**src/media_mode_defs.svh**
```systemverilog
`ifndef MEDIA_MODE_DEFS_SVH
`define MEDIA_MODE_DEFS_SVH
// media mode field codes
`define MM_CU_ONLY      3'h0
`define MM_PASS         3'h1
`define MM_SERDES_AN    3'h2
`define MM_FX100        3'h3
`define MM_AMS_PASS     3'h5
`define MM_AMS_AN       3'h6
`define MM_AMS_FX100    3'h7
// control field positions
`define BC_UNIDIR_BIT   5
`define BC_SPD_LSB_BIT  6
`define BC_DUPLEX_BIT   8
`define BC_SPD_MSB_BIT  13
`define BS_UNIDIR_BIT   7
// reset values
`define XOVER_CTL_RST   2'h0
`define MDIX_DIS_RST    1'b0
`define DOWNSHIFT_CNT_RST 2'h1
`endif

```
**src/media_mode_pkg.sv**
```systemverilog
package media_mode_pkg;
    typedef enum logic [1:0] {SPD_10, SPD_100, SPD_1000, SPD_NONE} speed_e;
    typedef enum logic [1:0] {MEDIA_CU, MEDIA_PASS, MEDIA_SERDES, MEDIA_FX} media_e;
    typedef struct packed {
        logic       an_1000_fd;
        logic       an_1000_hd;
        logic       an_100_fd;
        logic       an_100_hd;
        logic       an_10_fd;
        logic       an_10_hd;
    } ability_s;
    typedef struct packed {
        speed_e     speed;
        logic       full_duplex;
        logic       master;
        logic       valid;
    } resolve_s;
endpackage

```
**src/pair_mapper.sv**
```systemverilog
`timescale 1ns/1ps
// maps four received pairs through the chosen wiring and polarity
module pair_mapper #(
    parameter int PAIRS = 4
) (
    // selection
    input  wire logic             crossed,
    input  wire logic             cd_swap,
    input  wire logic [PAIRS-1:0] invert,
    // data
    input  wire logic [PAIRS-1:0] pair_in,
    output logic      [PAIRS-1:0] pair_out
);
    logic [PAIRS-1:0] routed;

    always_comb begin
        routed = pair_in;
        if (crossed) begin
            routed[0] = pair_in[1];
            routed[1] = pair_in[0];
        end
        if (crossed ^ cd_swap) begin
            routed[2] = pair_in[3];
            routed[3] = pair_in[2];
        end
    end

    genvar g;
    generate
        for (g = 0; g < PAIRS; g++) begin : g_pol
            assign pair_out[g] = routed[g] ^ invert[g];
        end
    endgenerate
endmodule

```
**src/phy_media_mode_control.sv**
```systemverilog
`timescale 1ns/1ps
`include "media_mode_defs.svh"
// Summary of operation
// - media code 001 relays fiber traffic straight between media and MAC serial
// - pass-through hides link information from standard status
// - pass-through drives link and activity LEDs, never collision, duplex, fault
// - media code 011 runs 100 Mbit fiber on media serial pins
// - 100 Mbit fiber keeps frame generator, CRC counters and loopback running
// - unidirectional enable lets fiber transmit with no valid link
// - status shows unidirectional ability bit
// - unidirectional only in fiber modes; pass-through is unidirectional always
// - two-bit field sets equalization for both serial receivers
// - negotiation off takes speed and duplex from control bits
// - non-negotiating partner gets speed by parallel detection
// - gigabit only through negotiation; forcing covers 10 and 100
// - negotiation picks best common speed, duplex and master role
// - crossover and polarity correction on after reset, two-bit control, status
// - crossover detection also when forced 10/100 if control bit clear
// - four pair mappings: straight, crossed, each with C/D swapped
// - inverted polarity corrected on every channel
// - manual field 10 forces straight, 11 crossed, 00 automatic
// - downshift drops gigabit advertisement after counted failed attempts
// - media code 010 selects serial fiber with PCS negotiation
// - codes 110, 101, 111 add auto selection to those modes
module phy_media_mode_control #(
    parameter int PAIRS = 4
) (
    // clock and reset
    input  wire logic                     ref_clk,
    input  wire logic                     sys_rst,
    // basic control and media config
    input  wire logic [2:0]               media_mode,
    input  wire logic [15:0]              basic_ctrl,
    input  wire logic                     an_enable,
    input  wire logic                     mac_an_enable,
    input  wire logic [1:0]               rx_eq_ctrl,
    input  wire logic [1:0]               xover_ctrl,
    input  wire logic                     mdix_forced_dis,
    input  wire logic [1:0]               manual_mdix,
    input  wire logic                     downshift_en,
    input  wire logic [1:0]               downshift_cnt,
    // link status inputs
    input  wire logic                     fiber_signal_present_pin,
    input  wire logic                     fiber_link_ok,
    input  wire logic                     cu_link_ok,
    input  wire logic                     partner_an_able,
    input  wire logic [1:0]               parallel_speed,
    input  media_mode_pkg::ability_s      local_adv,
    input  media_mode_pkg::ability_s      partner_adv,
    input  wire logic                     local_master_pref,
    input  wire logic                     gig_attempt_fail,
    input  wire logic                     activity,
    input  wire logic                     collision,
    input  wire logic                     an_fault,
    // twisted pair data
    input  wire logic [PAIRS-1:0]         pair_rx,
    input  wire logic [PAIRS-1:0]         pair_inverted,
    input  wire logic                     mdi_try_crossed,
    input  wire logic                     mdi_try_cd_swap,
    output logic      [PAIRS-1:0]         pair_fixed,
    // outputs
    output media_mode_pkg::media_e        media_sel,
    output logic                          passthru_relay,
    output logic                          fx100_run,
    output logic                          fiber_tx_enable,
    output logic                          std_link_status,
    output logic                          unidir_ability,
    output logic [1:0]                    eq_mac_rx,
    output logic [1:0]                    eq_media_rx,
    output logic                          fx_aux_enable,
    output media_mode_pkg::resolve_s      resolved,
    output logic                          gig_advertise,
    output logic                          downshifted,
    output logic                          mdi_crossed,
    output logic                          mdi_cd_swap,
    output logic [PAIRS-1:0]              polarity_fixed,
    output logic                          led_link,
    output logic                          led_activity,
    output logic                          led_collision,
    output logic                          led_duplex,
    output logic                          led_fault
);

    ////////////////////////////////////////////////////////////////////////
    // media mode decode

    media_mode_pkg::media_e media_r, media_nxt;
    logic ams_r, ams_nxt;

    always_comb begin
        media_nxt = media_mode_pkg::MEDIA_CU;
        unique case (media_mode)
            `MM_PASS:      media_nxt = media_mode_pkg::MEDIA_PASS;
            `MM_SERDES_AN: media_nxt = media_mode_pkg::MEDIA_SERDES;
            `MM_FX100:     media_nxt = media_mode_pkg::MEDIA_FX;
            `MM_AMS_PASS:  media_nxt = media_mode_pkg::MEDIA_PASS;
            `MM_AMS_AN:    media_nxt = media_mode_pkg::MEDIA_SERDES;
            `MM_AMS_FX100: media_nxt = media_mode_pkg::MEDIA_FX;
            default:       media_nxt = media_mode_pkg::MEDIA_CU;
        endcase
        ams_nxt = media_mode[2] && (media_nxt != media_mode_pkg::MEDIA_CU);
    end

    always_ff @(posedge ref_clk) begin
        if (sys_rst) begin
            media_r <= media_mode_pkg::MEDIA_CU;
            ams_r   <= 1'b0;
        end else begin
            media_r <= media_nxt;
            ams_r   <= ams_nxt;
        end
    end

    assign media_sel = media_r;

    wire is_pass  = (media_r == media_mode_pkg::MEDIA_PASS);
    wire is_fx    = (media_r == media_mode_pkg::MEDIA_FX);
    wire is_fiber = is_fx || (media_r == media_mode_pkg::MEDIA_SERDES);

    ////////////////////////////////////////////////////////////////////////
    // fiber path, status, leds

    logic pass_r, pass_nxt, fx_r, fx_nxt, ftx_r, ftx_nxt, lnk_r, lnk_nxt;
    logic [4:0] led_r, led_nxt;

    always_comb begin
        // link only counts once the far side reports signal present
        pass_nxt = is_pass && fiber_signal_present_pin;
        fx_nxt   = is_fx;
        // pass-through is inherently one-way; others need fiber mode plus unidirectional enable or fiber link
        ftx_nxt  = is_pass || (is_fiber ? (basic_ctrl[`BC_UNIDIR_BIT] || fiber_link_ok)
                                        : 1'b0);
        if (is_pass)
            lnk_nxt = 1'b0;
        else if (is_fiber)
            lnk_nxt = fiber_link_ok;
        else
            lnk_nxt = cu_link_ok;
        led_nxt[0] = is_pass ? pass_nxt : lnk_nxt;
        led_nxt[1] = activity && led_nxt[0];
        led_nxt[2] = !is_pass && collision;
        led_nxt[3] = !is_pass && resolved.full_duplex && lnk_nxt;
        led_nxt[4] = !is_pass && an_fault;
    end

    always_ff @(posedge ref_clk) begin
        if (sys_rst) begin
            pass_r <= 1'b0;
            fx_r   <= 1'b0;
            ftx_r  <= 1'b0;
            lnk_r  <= 1'b0;
            led_r  <= 5'h00;
        end else begin
            pass_r <= pass_nxt;
            fx_r   <= fx_nxt;
            ftx_r  <= ftx_nxt;
            lnk_r  <= lnk_nxt;
            led_r  <= led_nxt;
        end
    end

    assign passthru_relay  = pass_r;
    assign fx100_run       = fx_r;
    assign fx_aux_enable   = fx_r;
    assign fiber_tx_enable = ftx_r;
    assign std_link_status = lnk_r;
    assign unidir_ability  = 1'b1;
    assign eq_mac_rx       = rx_eq_ctrl;
    assign eq_media_rx     = rx_eq_ctrl;
    assign {led_fault, led_duplex, led_collision, led_activity, led_link} = led_r;

    ////////////////////////////////////////////////////////////////////////
    // speed resolution

    media_mode_pkg::resolve_s res_r, res_nxt;

    always_comb begin
        res_nxt = '{speed: media_mode_pkg::SPD_NONE, full_duplex: 1'b0, master: 1'b0, valid: 1'b0};
        if (!an_enable) begin
            // gigabit code is refused when forcing; falls back to 10
            res_nxt.valid       = 1'b1;
            res_nxt.full_duplex = basic_ctrl[`BC_DUPLEX_BIT];
            res_nxt.speed = ({basic_ctrl[`BC_SPD_LSB_BIT], basic_ctrl[`BC_SPD_MSB_BIT]} == 2'h1)
                            ? media_mode_pkg::SPD_100 : media_mode_pkg::SPD_10;
        end else if (!partner_an_able) begin
            res_nxt.valid = (parallel_speed != 2'h0);
            res_nxt.speed = (parallel_speed == 2'h2) ? media_mode_pkg::SPD_100 : media_mode_pkg::SPD_10;
        end else begin
            res_nxt.valid = 1'b1;
            res_nxt.master = local_master_pref;
            if (gig_advertise && local_adv.an_1000_fd && partner_adv.an_1000_fd) begin
                res_nxt.speed = media_mode_pkg::SPD_1000;
                res_nxt.full_duplex = 1'b1;
            end else if (gig_advertise && local_adv.an_1000_hd && partner_adv.an_1000_hd) begin
                res_nxt.speed = media_mode_pkg::SPD_1000;
            end else if (local_adv.an_100_fd && partner_adv.an_100_fd) begin
                res_nxt.speed = media_mode_pkg::SPD_100;
                res_nxt.full_duplex = 1'b1;
            end else if (local_adv.an_100_hd && partner_adv.an_100_hd) begin
                res_nxt.speed = media_mode_pkg::SPD_100;
            end else if (local_adv.an_10_fd && partner_adv.an_10_fd) begin
                res_nxt.speed = media_mode_pkg::SPD_10;
                res_nxt.full_duplex = 1'b1;
            end else if (local_adv.an_10_hd && partner_adv.an_10_hd) begin
                res_nxt.speed = media_mode_pkg::SPD_10;
            end else begin
                res_nxt.valid = 1'b0;
            end
            if (res_nxt.speed != media_mode_pkg::SPD_1000)
                res_nxt.master = 1'b0;
        end
    end

    always_ff @(posedge ref_clk) begin
        if (sys_rst)
            res_r <= '{speed: media_mode_pkg::SPD_NONE, full_duplex: 1'b0, master: 1'b0, valid: 1'b0};
        else
            res_r <= res_nxt;
    end

    assign resolved = res_r;

    ////////////////////////////////////////////////////////////////////////
    // downshift

    logic [2:0] fail_r, fail_nxt;
    logic       ds_r, ds_nxt;

    always_comb begin
        fail_nxt = fail_r;
        ds_nxt   = ds_r;
        if (!downshift_en || cu_link_ok) begin
            fail_nxt = 3'h0;
            ds_nxt   = downshift_en && ds_r && cu_link_ok;
        end else if (gig_attempt_fail && !ds_r) begin
            fail_nxt = fail_r + 3'h1;
            // count is field value plus one attempts
            if (fail_r >= {1'b0, downshift_cnt})
                ds_nxt = 1'b1;
        end
    end

    always_ff @(posedge ref_clk) begin
        if (sys_rst) begin
            fail_r <= 3'h0;
            ds_r   <= 1'b0;
        end else begin
            fail_r <= fail_nxt;
            ds_r   <= ds_nxt;
        end
    end

    assign downshifted   = ds_r;
    assign gig_advertise = !ds_r;

    ////////////////////////////////////////////////////////////////////////
    // crossover and polarity

    logic       xo_r, xo_nxt, sw_r, sw_nxt;
    logic [PAIRS-1:0] pol_r, pol_nxt;
    wire auto_ok = !xover_ctrl[0] && (an_enable || !mdix_forced_dis);

    always_comb begin
        xo_nxt  = xo_r;
        sw_nxt  = sw_r;
        unique case (manual_mdix)
            2'h2: begin
                xo_nxt = 1'b0;
                sw_nxt = 1'b0;
            end
            2'h3: begin
                xo_nxt = 1'b1;
                sw_nxt = 1'b0;
            end
            default: begin
                if (auto_ok) begin
                    xo_nxt = mdi_try_crossed;
                    sw_nxt = mdi_try_cd_swap;
                end else begin
                    xo_nxt = 1'b0;
                    sw_nxt = 1'b0;
                end
            end
        endcase
        // polarity correction is disabled by the upper control bit
        pol_nxt = xover_ctrl[1] ? '0 : pair_inverted;
    end

    always_ff @(posedge ref_clk) begin
        if (sys_rst) begin
            xo_r  <= 1'b0;
            sw_r  <= 1'b0;
            pol_r <= '0;
        end else begin
            xo_r  <= xo_nxt;
            sw_r  <= sw_nxt;
            pol_r <= pol_nxt;
        end
    end

    assign mdi_crossed    = xo_r;
    assign mdi_cd_swap    = sw_r;
    assign polarity_fixed = pol_r;

    pair_mapper #(.PAIRS(PAIRS)) u_map (
        .crossed  (xo_r),
        .cd_swap  (sw_r),
        .invert   (pol_r),
        .pair_in  (pair_rx),
        .pair_out (pair_fixed)
    );

    ////////////////////////////////////////////////////////////////////////
    // checks
    pass_no_link_a: assert property (@(posedge ref_clk) disable iff (sys_rst)
        $past(is_pass) |-> !std_link_status) else $error("link shown in pass-through");
    pass_fiber_signal_present_pin_a: assert property (@(posedge ref_clk) disable iff (sys_rst)
        passthru_relay |-> $past(fiber_signal_present_pin)) else $error("relay without signal");
    unidir_tx_a: assert property (@(posedge ref_clk) disable iff (sys_rst)
        (is_fiber && basic_ctrl[5]) |=> fiber_tx_enable) else $error("unidir tx missing");
    cu_no_tx_a: assert property (@(posedge ref_clk) disable iff (sys_rst)
        (media_r == media_mode_pkg::MEDIA_CU) |=> !fiber_tx_enable) else $error("tx in copper");
    forced_speed_a: assert property (@(posedge ref_clk) disable iff (sys_rst)
        !an_enable |=> resolved.speed != media_mode_pkg::SPD_1000) else $error("forced gigabit");
    force_mdi_a: assert property (@(posedge ref_clk) disable iff (sys_rst)
        manual_mdix == 2'h3 |=> mdi_crossed && !mdi_cd_swap) else $error("mdix force failed");
    ds_adv_a: assert property (@(posedge ref_clk) disable iff (sys_rst)
        downshifted |=> resolved.speed != media_mode_pkg::SPD_1000) else $error("gig after downshift");
    pass_led_a: assert property (@(posedge ref_clk) disable iff (sys_rst)
        $past(is_pass) |-> !(led_collision || led_duplex || led_fault)) else $error("bad pass led");
    fx_run_a: assert property (@(posedge ref_clk) disable iff (sys_rst)
        media_mode == 3'h3 |=> ##1 fx100_run && fx_aux_enable) else $error("fx mode not run");
    ams_code_a: assert property (@(posedge ref_clk) disable iff (sys_rst)
        (media_mode[2] && media_mode[1:0] != 2'h0) |=> ams_r) else $error("auto selection lost");
endmodule

```
**config.mk**
```make
export PLATFORM = sky130hd
export DESIGN_NAME = phy_media_mode_control
export DESIGN_NICKNAME = d
export VERILOG_FILES = /design/src/media_mode_pkg.sv /design/src/pair_mapper.sv /design/src/phy_media_mode_control.sv
export VERILOG_INCLUDE_DIRS = /design/src /design/src/src
export SDC_FILE = /design/constraint.sdc
export NUM_CORES = 1
export LEC_CHECK = 0
export BUFFER_PORTS_ARGS = -buffer_cell sky130_fd_sc_hd__buf_2
export CAP_MARGIN = 10
export CORE_MARGIN = 1
export CORE_UTILIZATION = 30
export CTS_CLUSTER_SIZE = 24
export DETAILED_ROUTE_END_ITERATION = 12
export PLACE_DENSITY_LB_ADDON = 0.05
export SLEW_MARGIN = 0
export SYNTH_ARGS = -nofsm -noshare
export SYNTH_HDL_FRONTEND = slang
export SYNTH_SLANG_ARGS = --single-unit
```
**constraint.sdc**
```tcl
create_clock -name ref_clk -period 2.5 [get_ports ref_clk]
set_input_delay 0.5 -clock ref_clk [delete_from_list [all_inputs] [get_ports ref_clk]]
set_output_delay 0.5 -clock ref_clk [all_outputs]
set_load 0.1 [all_outputs]
```
Word level (Yosys, flattened, before mapping)
Index checks and enable logic that the tools add are counted.
- bits in registers: 26
- logic and storage cells: 115
- add/subtract/negate cells: 1
- order comparisons: 1
- equal/unequal tests: 14
- multiplexer cells: 37
- bitwise logic cells: 8
- reduce and logical (&&, ||, !) cells: 39
- operator list (kind ; number):
    1-bit 2-to-1 mux ; 22
    1-bit logical AND ; 18
    2-bit 2-to-1 mux ; 8
    3-bit 2-to-1 mux ; 5
    2-bit == test (second input constant) ; 5
    2-bit OR reduction ; 5
    3-bit == test (second input constant) ; 3
    4-bit OR reduction ; 2
    3-bit by 2-bit == test with 1-bit output (second input constant) ; 2
    2-bit case mux with 3 select lines ; 1
    2-bit nonzero test ; 3
    1-bit zero test ; 5
    1-bit logical OR ; 5
    1-bit bitwise XOR ; 5
    2-bit by 1-bit == test with 1-bit output (second input constant) ; 2
    3-bit by 1-bit adder with 3-bit output (second input constant) ; 1
    3-bit by 1-bit == test with 1-bit output (second input constant) ; 1
    3-bit by 2-bit >= comparator with 1-bit output ; 1
    1-bit NOT ; 3
    2-bit inequality test (second input constant) ; 1
    1-bit case mux with 2 select lines ; 1
    2-bit AND reduction ; 1

Longest topological paths before layout
Gate-level depths: netlist of the first run.
- word-level depth: 13
- depth in mapped cells: 6
- depth with buffers taken out: 6

Modules after synthesis
From an unflattened synthesis of the first run, not the netlist that was laid out.
- cell total of the unflattened synthesis: 121
- area total of the unflattened synthesis: 1137.3 sq um
- by module, submodules not included (module ; times used ; cells each ; area each (sq um) ; sequential area each (sq um)):
    phy_media_mode_control ; 1 ; 112 ; 1053.5 ; 520.5
    pair_mapper ; 1 ; 9 ; 83.8 ; 0.0

Worst setup path before layout of the first run
No wires, ideal clock.
- path type: register -> output
- start: register xo_r (netlist: mdi_crossed)
- end: output pair_fixed[2]
- data arrival time: 2966 ps
- slack: -966 ps
- stages on the path, launching flop included: 4
- path through: dfxtp_1 xnor2_2 mux2i_1 xnor2_1
- cells in the longest elaborated chain, start to end: 3
- RTL lines (item ; RTL line ; source):
    from (decl) ; phy_media_mode_control.sv:259 ; logic xo_r, xo_nxt, sw_r, sw_nxt;
    from (signal assigned) ; phy_media_mode_control.sv:295 ; xo_r <= xo_nxt;
    1-bit bitwise XOR ; pair_mapper.sv:22 ; if (crossed ^ cd_swap) begin
    2-bit 2-to-1 mux ; pair_mapper.sv:22 ;
    1-bit bitwise XOR ; pair_mapper.sv:31 ; assign pair_out[g] = routed[g] ^ invert[g];
    to (decl) ; phy_media_mode_control.sv:60 ; output logic [PAIRS-1:0] pair_fixed,
Every way passes these cells.

Worst setup path after layout of the first run
- start: register xo_r (netlist: mdi_crossed)
- end: output pair_fixed[3]
Same word-level chain as after synthesis.

==> results.txt, run 1 <==
Outcome: complete, no violations
Critical path capture point type: output port
Largest net degree at the start of global routing: 15
Tcrit/Tclk final: 93.4%
Overall routed net length: 2.52 mm
Core area: 3660 um^2
Area Growth Syn to Fin: 46.7%
WP data arrival: 1.83 ns
Wire per inst: 10.3 um
Drt pass-1 iters: 2
Clock power share: 24.6%
CP max-delay cell: buf_2
Post-CTS Repair Setup Buffers: 0
Setup CP Type: flip-flop to output port
Hold path start: collision
# rows: 22
I/O Buffers: 78
Synth Area in Compound Gates: 10.9%
Fraction of synthesized area in multiplexers: 5.38%
Synthesis-stage register bit count: 26
Sequential Power Share: 42.0%
Drt drc: 0
Mapped Area: 1140 um^2
Hold Path End: led_r[2]
Mean post-synth cell area: 9.34 um^2
WL met1: 1.13 mm
Combinational share of power: 33.4%
Fin Setup TNS: 0 ns
Asr flop ratio synth: 0%
Htree depth: 1
DR top layer: met4
Reg2Reg Depth: 6
FF-to-FF Start: fail_r[0]
Power Total: 0.00106 W
Root buffer cell: clkbuf_8
Syn Nets: 191
Simple-gate portion of the synthesized area: 21.4%
Final Skew: 0.00315 ns
Pwr/cell area: 634 nW/um^2
Hold depth: 2
Diode count: 0
Delay-heaviest family, CP: buffers and inverters
# fillers: 392
Max Buffers Root-to-Sink: 2
Psw: 0.000396 W
Die Height: 63.6 um
Buf/Inv on CP: 1
WP data required: 2.00 ns
Peak supply drop: 0.257 mV
Number of global-route vias before repair: 994
Slew Limit Fails: 0
Min Tclk post-route: 2.33 ns
Die span in x: 63.6 um
CTS tree: done
Initial core utilization: 31.1%
CP cell instances: xnor2_2, mux2i_1, xnor2_4, buf_2
Mapped Cells: 122
Inserted Clock Buffers: 3
Fmax: 428 MHz
FF-to-FF setup slack: 1.04 ns
Initial antenna violation count: 0
Max FO, Critical Path: 4
Worst reg2reg path endpoint: downshifted
RSZ-0062 raised after global routing: no
Worst path max stage delay: 0.43 ns
Hpwl dp: 2.14 mm
Warnings, synthesis: 0
Synth Flop Type: dfxtp_1
Vias/cell: 4.41
Met2 wire length: 1.17 mm
Leakage power: 0.855 nW
Distinct cells, synth: 38
Gpl congestion: 0.728
Clock transition at path regs: 0.09 ns
Post-synth EDFFs: 0
Net Sw Frac: 37.4%
Max Cap Viol: 0
DR vias: 1081
Hold Violations, Final: 0
Crit path launch type: flip-flop
Post-CTS Resized: 0
Fraction of the mapped netlist area in adder cells: 3.29%
Cell Int Power: 0.000664 W
Final setup vio count: 0
WL met3: 199 um
Sequential area share after synthesis: 45.7%
Share of cells above drive strength 1: 46.7%
First-pass GRT wire length: 4.11 mm
Grt ovf: 0
Hold Crit Class: primary input to flip-flop
IO Pins: 100
CTS sink count: 26
Xor/xnor share of the synthesized area: 6.04%
Hold-fix buffers, CTS: 0
Largest family of logic cells by synthesized area: simple AND/OR/NAND/NOR gates
Antenna Nets Post-Route: 0
Gr usage total: 12.8%
Clk Latency, worst-skew pair: 0.26 ns
Die Area: 4050 um^2
Final-stage net count: 267
Starting DRC count in detailed routing: 23
registers in the layout (all words and copies together) (netlist names), 2 cells and up:
| name | count |
|---|---|
| resolved | 5 |
| media_sel | 2 |
| polarity_fixed | 4 |
| fail_r | 3 |
| led_r | 5 |
worst reg2reg max path: stages, from the launching register on:
cell      delay (ns)
dfxtp_1         0.38
inv_1           0.06
ha_1            0.26
nand2b_1        0.14
a211o_1         0.29
a31oi_1         0.16
nor3b_1         0.06
cells in the final DEF, fill, tap and decap left out, types with 3 or more instances in the layout:
master,instances
buf_2,78
and2_1,8
xnor2_4,4
clkbuf_8,4
nand3_1,3
dfxtp_1,25
nand2_1,15
ha_1,3
nor2_1,9
inv_1,6
a21oi_1,3
nor2b_1,3
mux2i_1,5
cell usage after synthesis (2+ instances only):
| cell | n | share of area (%) |
|---|---|---|
| buf_4 | 6 | 4.0 |
| nor3b_1 | 2 | 1.3 |
| nand3_1 | 3 | 1.3 |
| dfxtp_1 | 26 | 46 |
| nor2_1 | 9 | 3.0 |
| xnor2_1 | 5 | 3.8 |
| nand2_1 | 15 | 4.9 |
| a21o_1 | 2 | 1.3 |
| and3_1 | 2 | 1.1 |
| and2_1 | 8 | 4.4 |
| a21oi_1 | 3 | 1.3 |
| nor2b_1 | 3 | 1.6 |
| ha_1 | 3 | 3.3 |
| a21oi_2 | 2 | 1.5 |
| mux2i_1 | 5 | 4.4 |
| inv_1 | 6 | 2.0 |
layout make-up:
class	count	area, um^2	area share [%]
Clock buffer	4	55.1	3.29
Inverter	8	30.0	1.80
Timing Repair Buffer	78	390	23.4
Sequential cell	26	522	31.2
Tap cell	48	60.1	3.59
Multi-Input combinational cell	81	614	36.8
stage by stage:
step                utilization [%]  instances  setup slack [ns]  area, um^2  hold slack [ns]
finish                         45.7        245             0.166        1670            0.433
global route                   45.7        245            0.0673        1670            0.420
CTS                            45.7        245             0.137        1670            0.424
detailed placement             44.2        241             0.442        1620            0.446
global placement               44.2        241             0.444        1620            0.440
floorplan                         -        122            0.0213        1220            0.480
cell families after synthesis:
group | Yosys count
compound gates | 16
other cells | 1
simple gates | 48
xor+xnor | 7
fa+ha+maj | 3
mux | 6
flops | 26
buf+inv | 15
per-layer routing:
metal	global-route usage, %	vias to the layer above
met1	16.2	477
met4	5.40	0
met2	20.9	46
met5	0	-
li1	-	554
met3	2.72	4
worst max path at each step:
stage,end,cells past startpoint,slack [ns],startpoint
final,pair_fixed[3],4,0.17,mdi_crossed
after global routing,pair_fixed[2],4,0.07,mdi_crossed
after CTS,pair_fixed[3],4,0.14,mdi_crossed
after detailed placement,pair_fixed[2],4,0.44,mdi_crossed
after global placement,pair_fixed[3],4,0.44,mdi_crossed
after floorplan,pair_fixed[2],3,0.02,mdi_cd_swap
power groups by stage:
| stage | combinational [W] | sequential [W] | clock [W] |
|---|---|---|---|
| 5_1_grt | 0.000372 | 0.000448 | 0.000295 |
| 3_3_place_gp | 0.000354 | 0.000454 | 0 |
| 2_1_floorplan | 0.000180 | 0.000584 | 0 |
| 6_report | 0.000354 | 0.000445 | 0.000261 |
| 3_5_place_dp | 0.000356 | 0.000455 | 0 |
| 4_1_cts | 0.000357 | 0.000445 | 0.000276 |
(Power assumes the default switching activity.)
==> inputs of run 2 (changes only) <==
- BUFFER_PORTS_ARGS: -buffer_cell sky130_fd_sc_hd__buf_2 -> -buffer_cell sky130_fd_sc_hd__clkbuf_2
- GPL_ROUTABILITY_DRIVEN: not set -> 1
- SETUP_SLACK_MARGIN: not set -> 0.4
==> run 2 against run 1 <==
Effect of this change:
- cell count is the same
- worst setup slack improved by 0.25 ns
- die area did not move
- flip-flop and latch count unchanged
- first-iteration DRC count is 57% lower
- via count increased by 0.28%
- register-to-register slack hardly changed
- sequential power about the same
- sequential share of layout area decreased by 1.1 points
- clock-buffer cell count is the same
- largest cell class unchanged
==> results.txt, run 2 (same netlist as run 1, synthesis figures left out) <==
Outcome: complete, no violations
Gr usage total: 12.0%
Most common cell on crit path: xnor2_4
RSZ-0062 raised after global routing: yes
Commonest non-fill, non-tap cells in the layout: clkbuf_2 (74), dfxtp_1 (23), nand2_1 (15)
Initial antenna violation count: 0
Met2 Track Usage GR: 21.5%
DR vias: 1084
Diode count: 0
Slew Limit Fails: 0
CP max-delay cell: dfxtp_4
Gpl congestion: 0.691
Max Cap Viol: 0
Starting DRC count in detailed routing: 10
Met1 Use GR: 13.9%
WP data required: 2.00 ns
Final setup vio count: 0
Initial core utilization: 31.1%
Vias/cell: 4.42
Hold path start: an_fault
I/O Buffers: 78
Slew HR: 63.3%
Grt ovf: 0
Min Tclk post-route: 2.08 ns
CP cell instances: xnor2_4, mux2i_4, xnor2_4, buf_8
Share of cells above drive strength 1: 49.2%
Antenna Nets Post-Route: 0
Htree depth: 1
Clk Latency, worst-skew pair: 0.26 ns
Reg2Reg Depth: 6
Worst reg2reg path endpoint: downshifted
Hpwl dp: 2.04 mm
Hold Violations, Final: 0
Peak supply drop: 0.243 mV
Hold Crit Class: primary input to flip-flop
Grt peak-use layer: met2
Max FO, Critical Path: 2
Post-placement cell area: 1630 um^2
CTS tree: done
Overall routed net length: 2.40 mm
Commonest non-fill, non-tap cell in the layout: clkbuf_2
Core area: 3660 um^2
FF-to-FF setup slack: 1.03 ns
Inserted Clock Buffers: 3
Final Cell Area: 1760 um^2
Clock transition at path regs: 0.09 ns
Area of the multi-input gates: 654 um^2
# fillers: 357
Pwr/cell area: 637 nW/um^2
Register area: 529 um^2
FF-to-FF Start: fail_r[0]
Drt drc: 0
Crit path launch type: flip-flop
Number of global-route vias before repair: 947
Fin Setup TNS: 0 ns
Die Area: 4050 um^2
Die Height: 63.6 um
Worst path max stage delay: 0.37 ns
Tcrit/Tclk final: 83.3%
Wire per inst: 9.80 um
IO Pins: 100
Worst slew pin tran: 0.553 ns
Fmax: 480 MHz
Max Buffers Root-to-Sink: 2
CTS sink count: 26
Hold depth: 2
Critical path capture point type: output port
# rows: 22
Final-stage net count: 267
Drt pass-1 iters: 4
WP data arrival: 1.58 ns
GR Layer Usage met3: 2.54%
Final Skew: 0.00123 ns
Die span in x: 63.6 um
Root buffer cell: clkbuf_8
First-pass GRT wire length: 3.87 mm
Leakage power: 0.868 nW
Area Growth Syn to Fin: 54.4%
Setup CP Type: flip-flop to output port
Hold Path End: led_r[4]
Largest net degree at the start of global routing: 16
run 2: cell types whose count changed in the layout (fill, tap and decap cells not counted), sizes merged:
cell	before	now
buf	78	2
clkbuf	4	80
run 2: per-stage QoR:
stage	utilization, %	hold slack (ns)	power [W]	setup WS [ns]	std cells
after floorplan	-	0.480	0.000763	0.455	122
after global placement	44.5	0.452	0.000809	0.463	241
after detailed placement	44.5	0.457	0.000812	0.438	241
after CTS	47.0	0.426	0.00113	0.317	245
after global routing	48.1	0.430	0.00117	0.345	245
final	48.1	0.431	0.00112	0.419	245
run 2: how the worst max path moves through the flow:
| stage | start | to | depth (start not counted) |
|---|---|---|---|
| floorplan | mdi_crossed | pair_fixed[3] | 3 |
| global placement | pair_rx[1] | pair_fixed[0] | 4 |
| detailed placement | pair_rx[1] | pair_fixed[0] | 4 |
| CTS | mdi_crossed | pair_fixed[3] | 4 |
| global route | mdi_cd_swap | pair_fixed[3] | 4 |
| finish | mdi_cd_swap | pair_fixed[3] | 4 |
run 2: layout make-up:
class | instances | area share [%]
multi-input combinational | 81 | 37.2
sequential | 26 | 30.1
timing repair buffer | 78 | 23.9
clock buffer | 4 | 3.77
tap | 48 | 3.41
inverter | 8 | 1.71
run 2: repair_timing:
item,in CTS,in global routing
gates resized for setup,7,6
setup endpoints to repair,4,3
hold buffers,0,0
pin swaps,0,2
gates cloned,0,0
buffers inserted,0,0
run 2: critical path: cells and delay by family, from the launching register on:
family	cells	cell delay, ns
xor gates and xnor gates	2	0.40
muxes	1	0.34
DFF	1	0.37
buffers and inverters	1	0.21
run 2: report_power, final:
group / switching (W) / internal, W / total (W)
logic: 0.000268 / 0.000109 / 0.000377
registers: 0.0000139 / 0.000431 / 0.000445
clock network: 0.000125 / 0.000174 / 0.000299
total: 0.000407 / 0.000714 / 0.00112
run 2: layer usage:
metal	up-vias	routed length, um
met5	-	0
met4	0	17
met3	4	183
met2	45	1180
met1	479	1020
li1	556	-
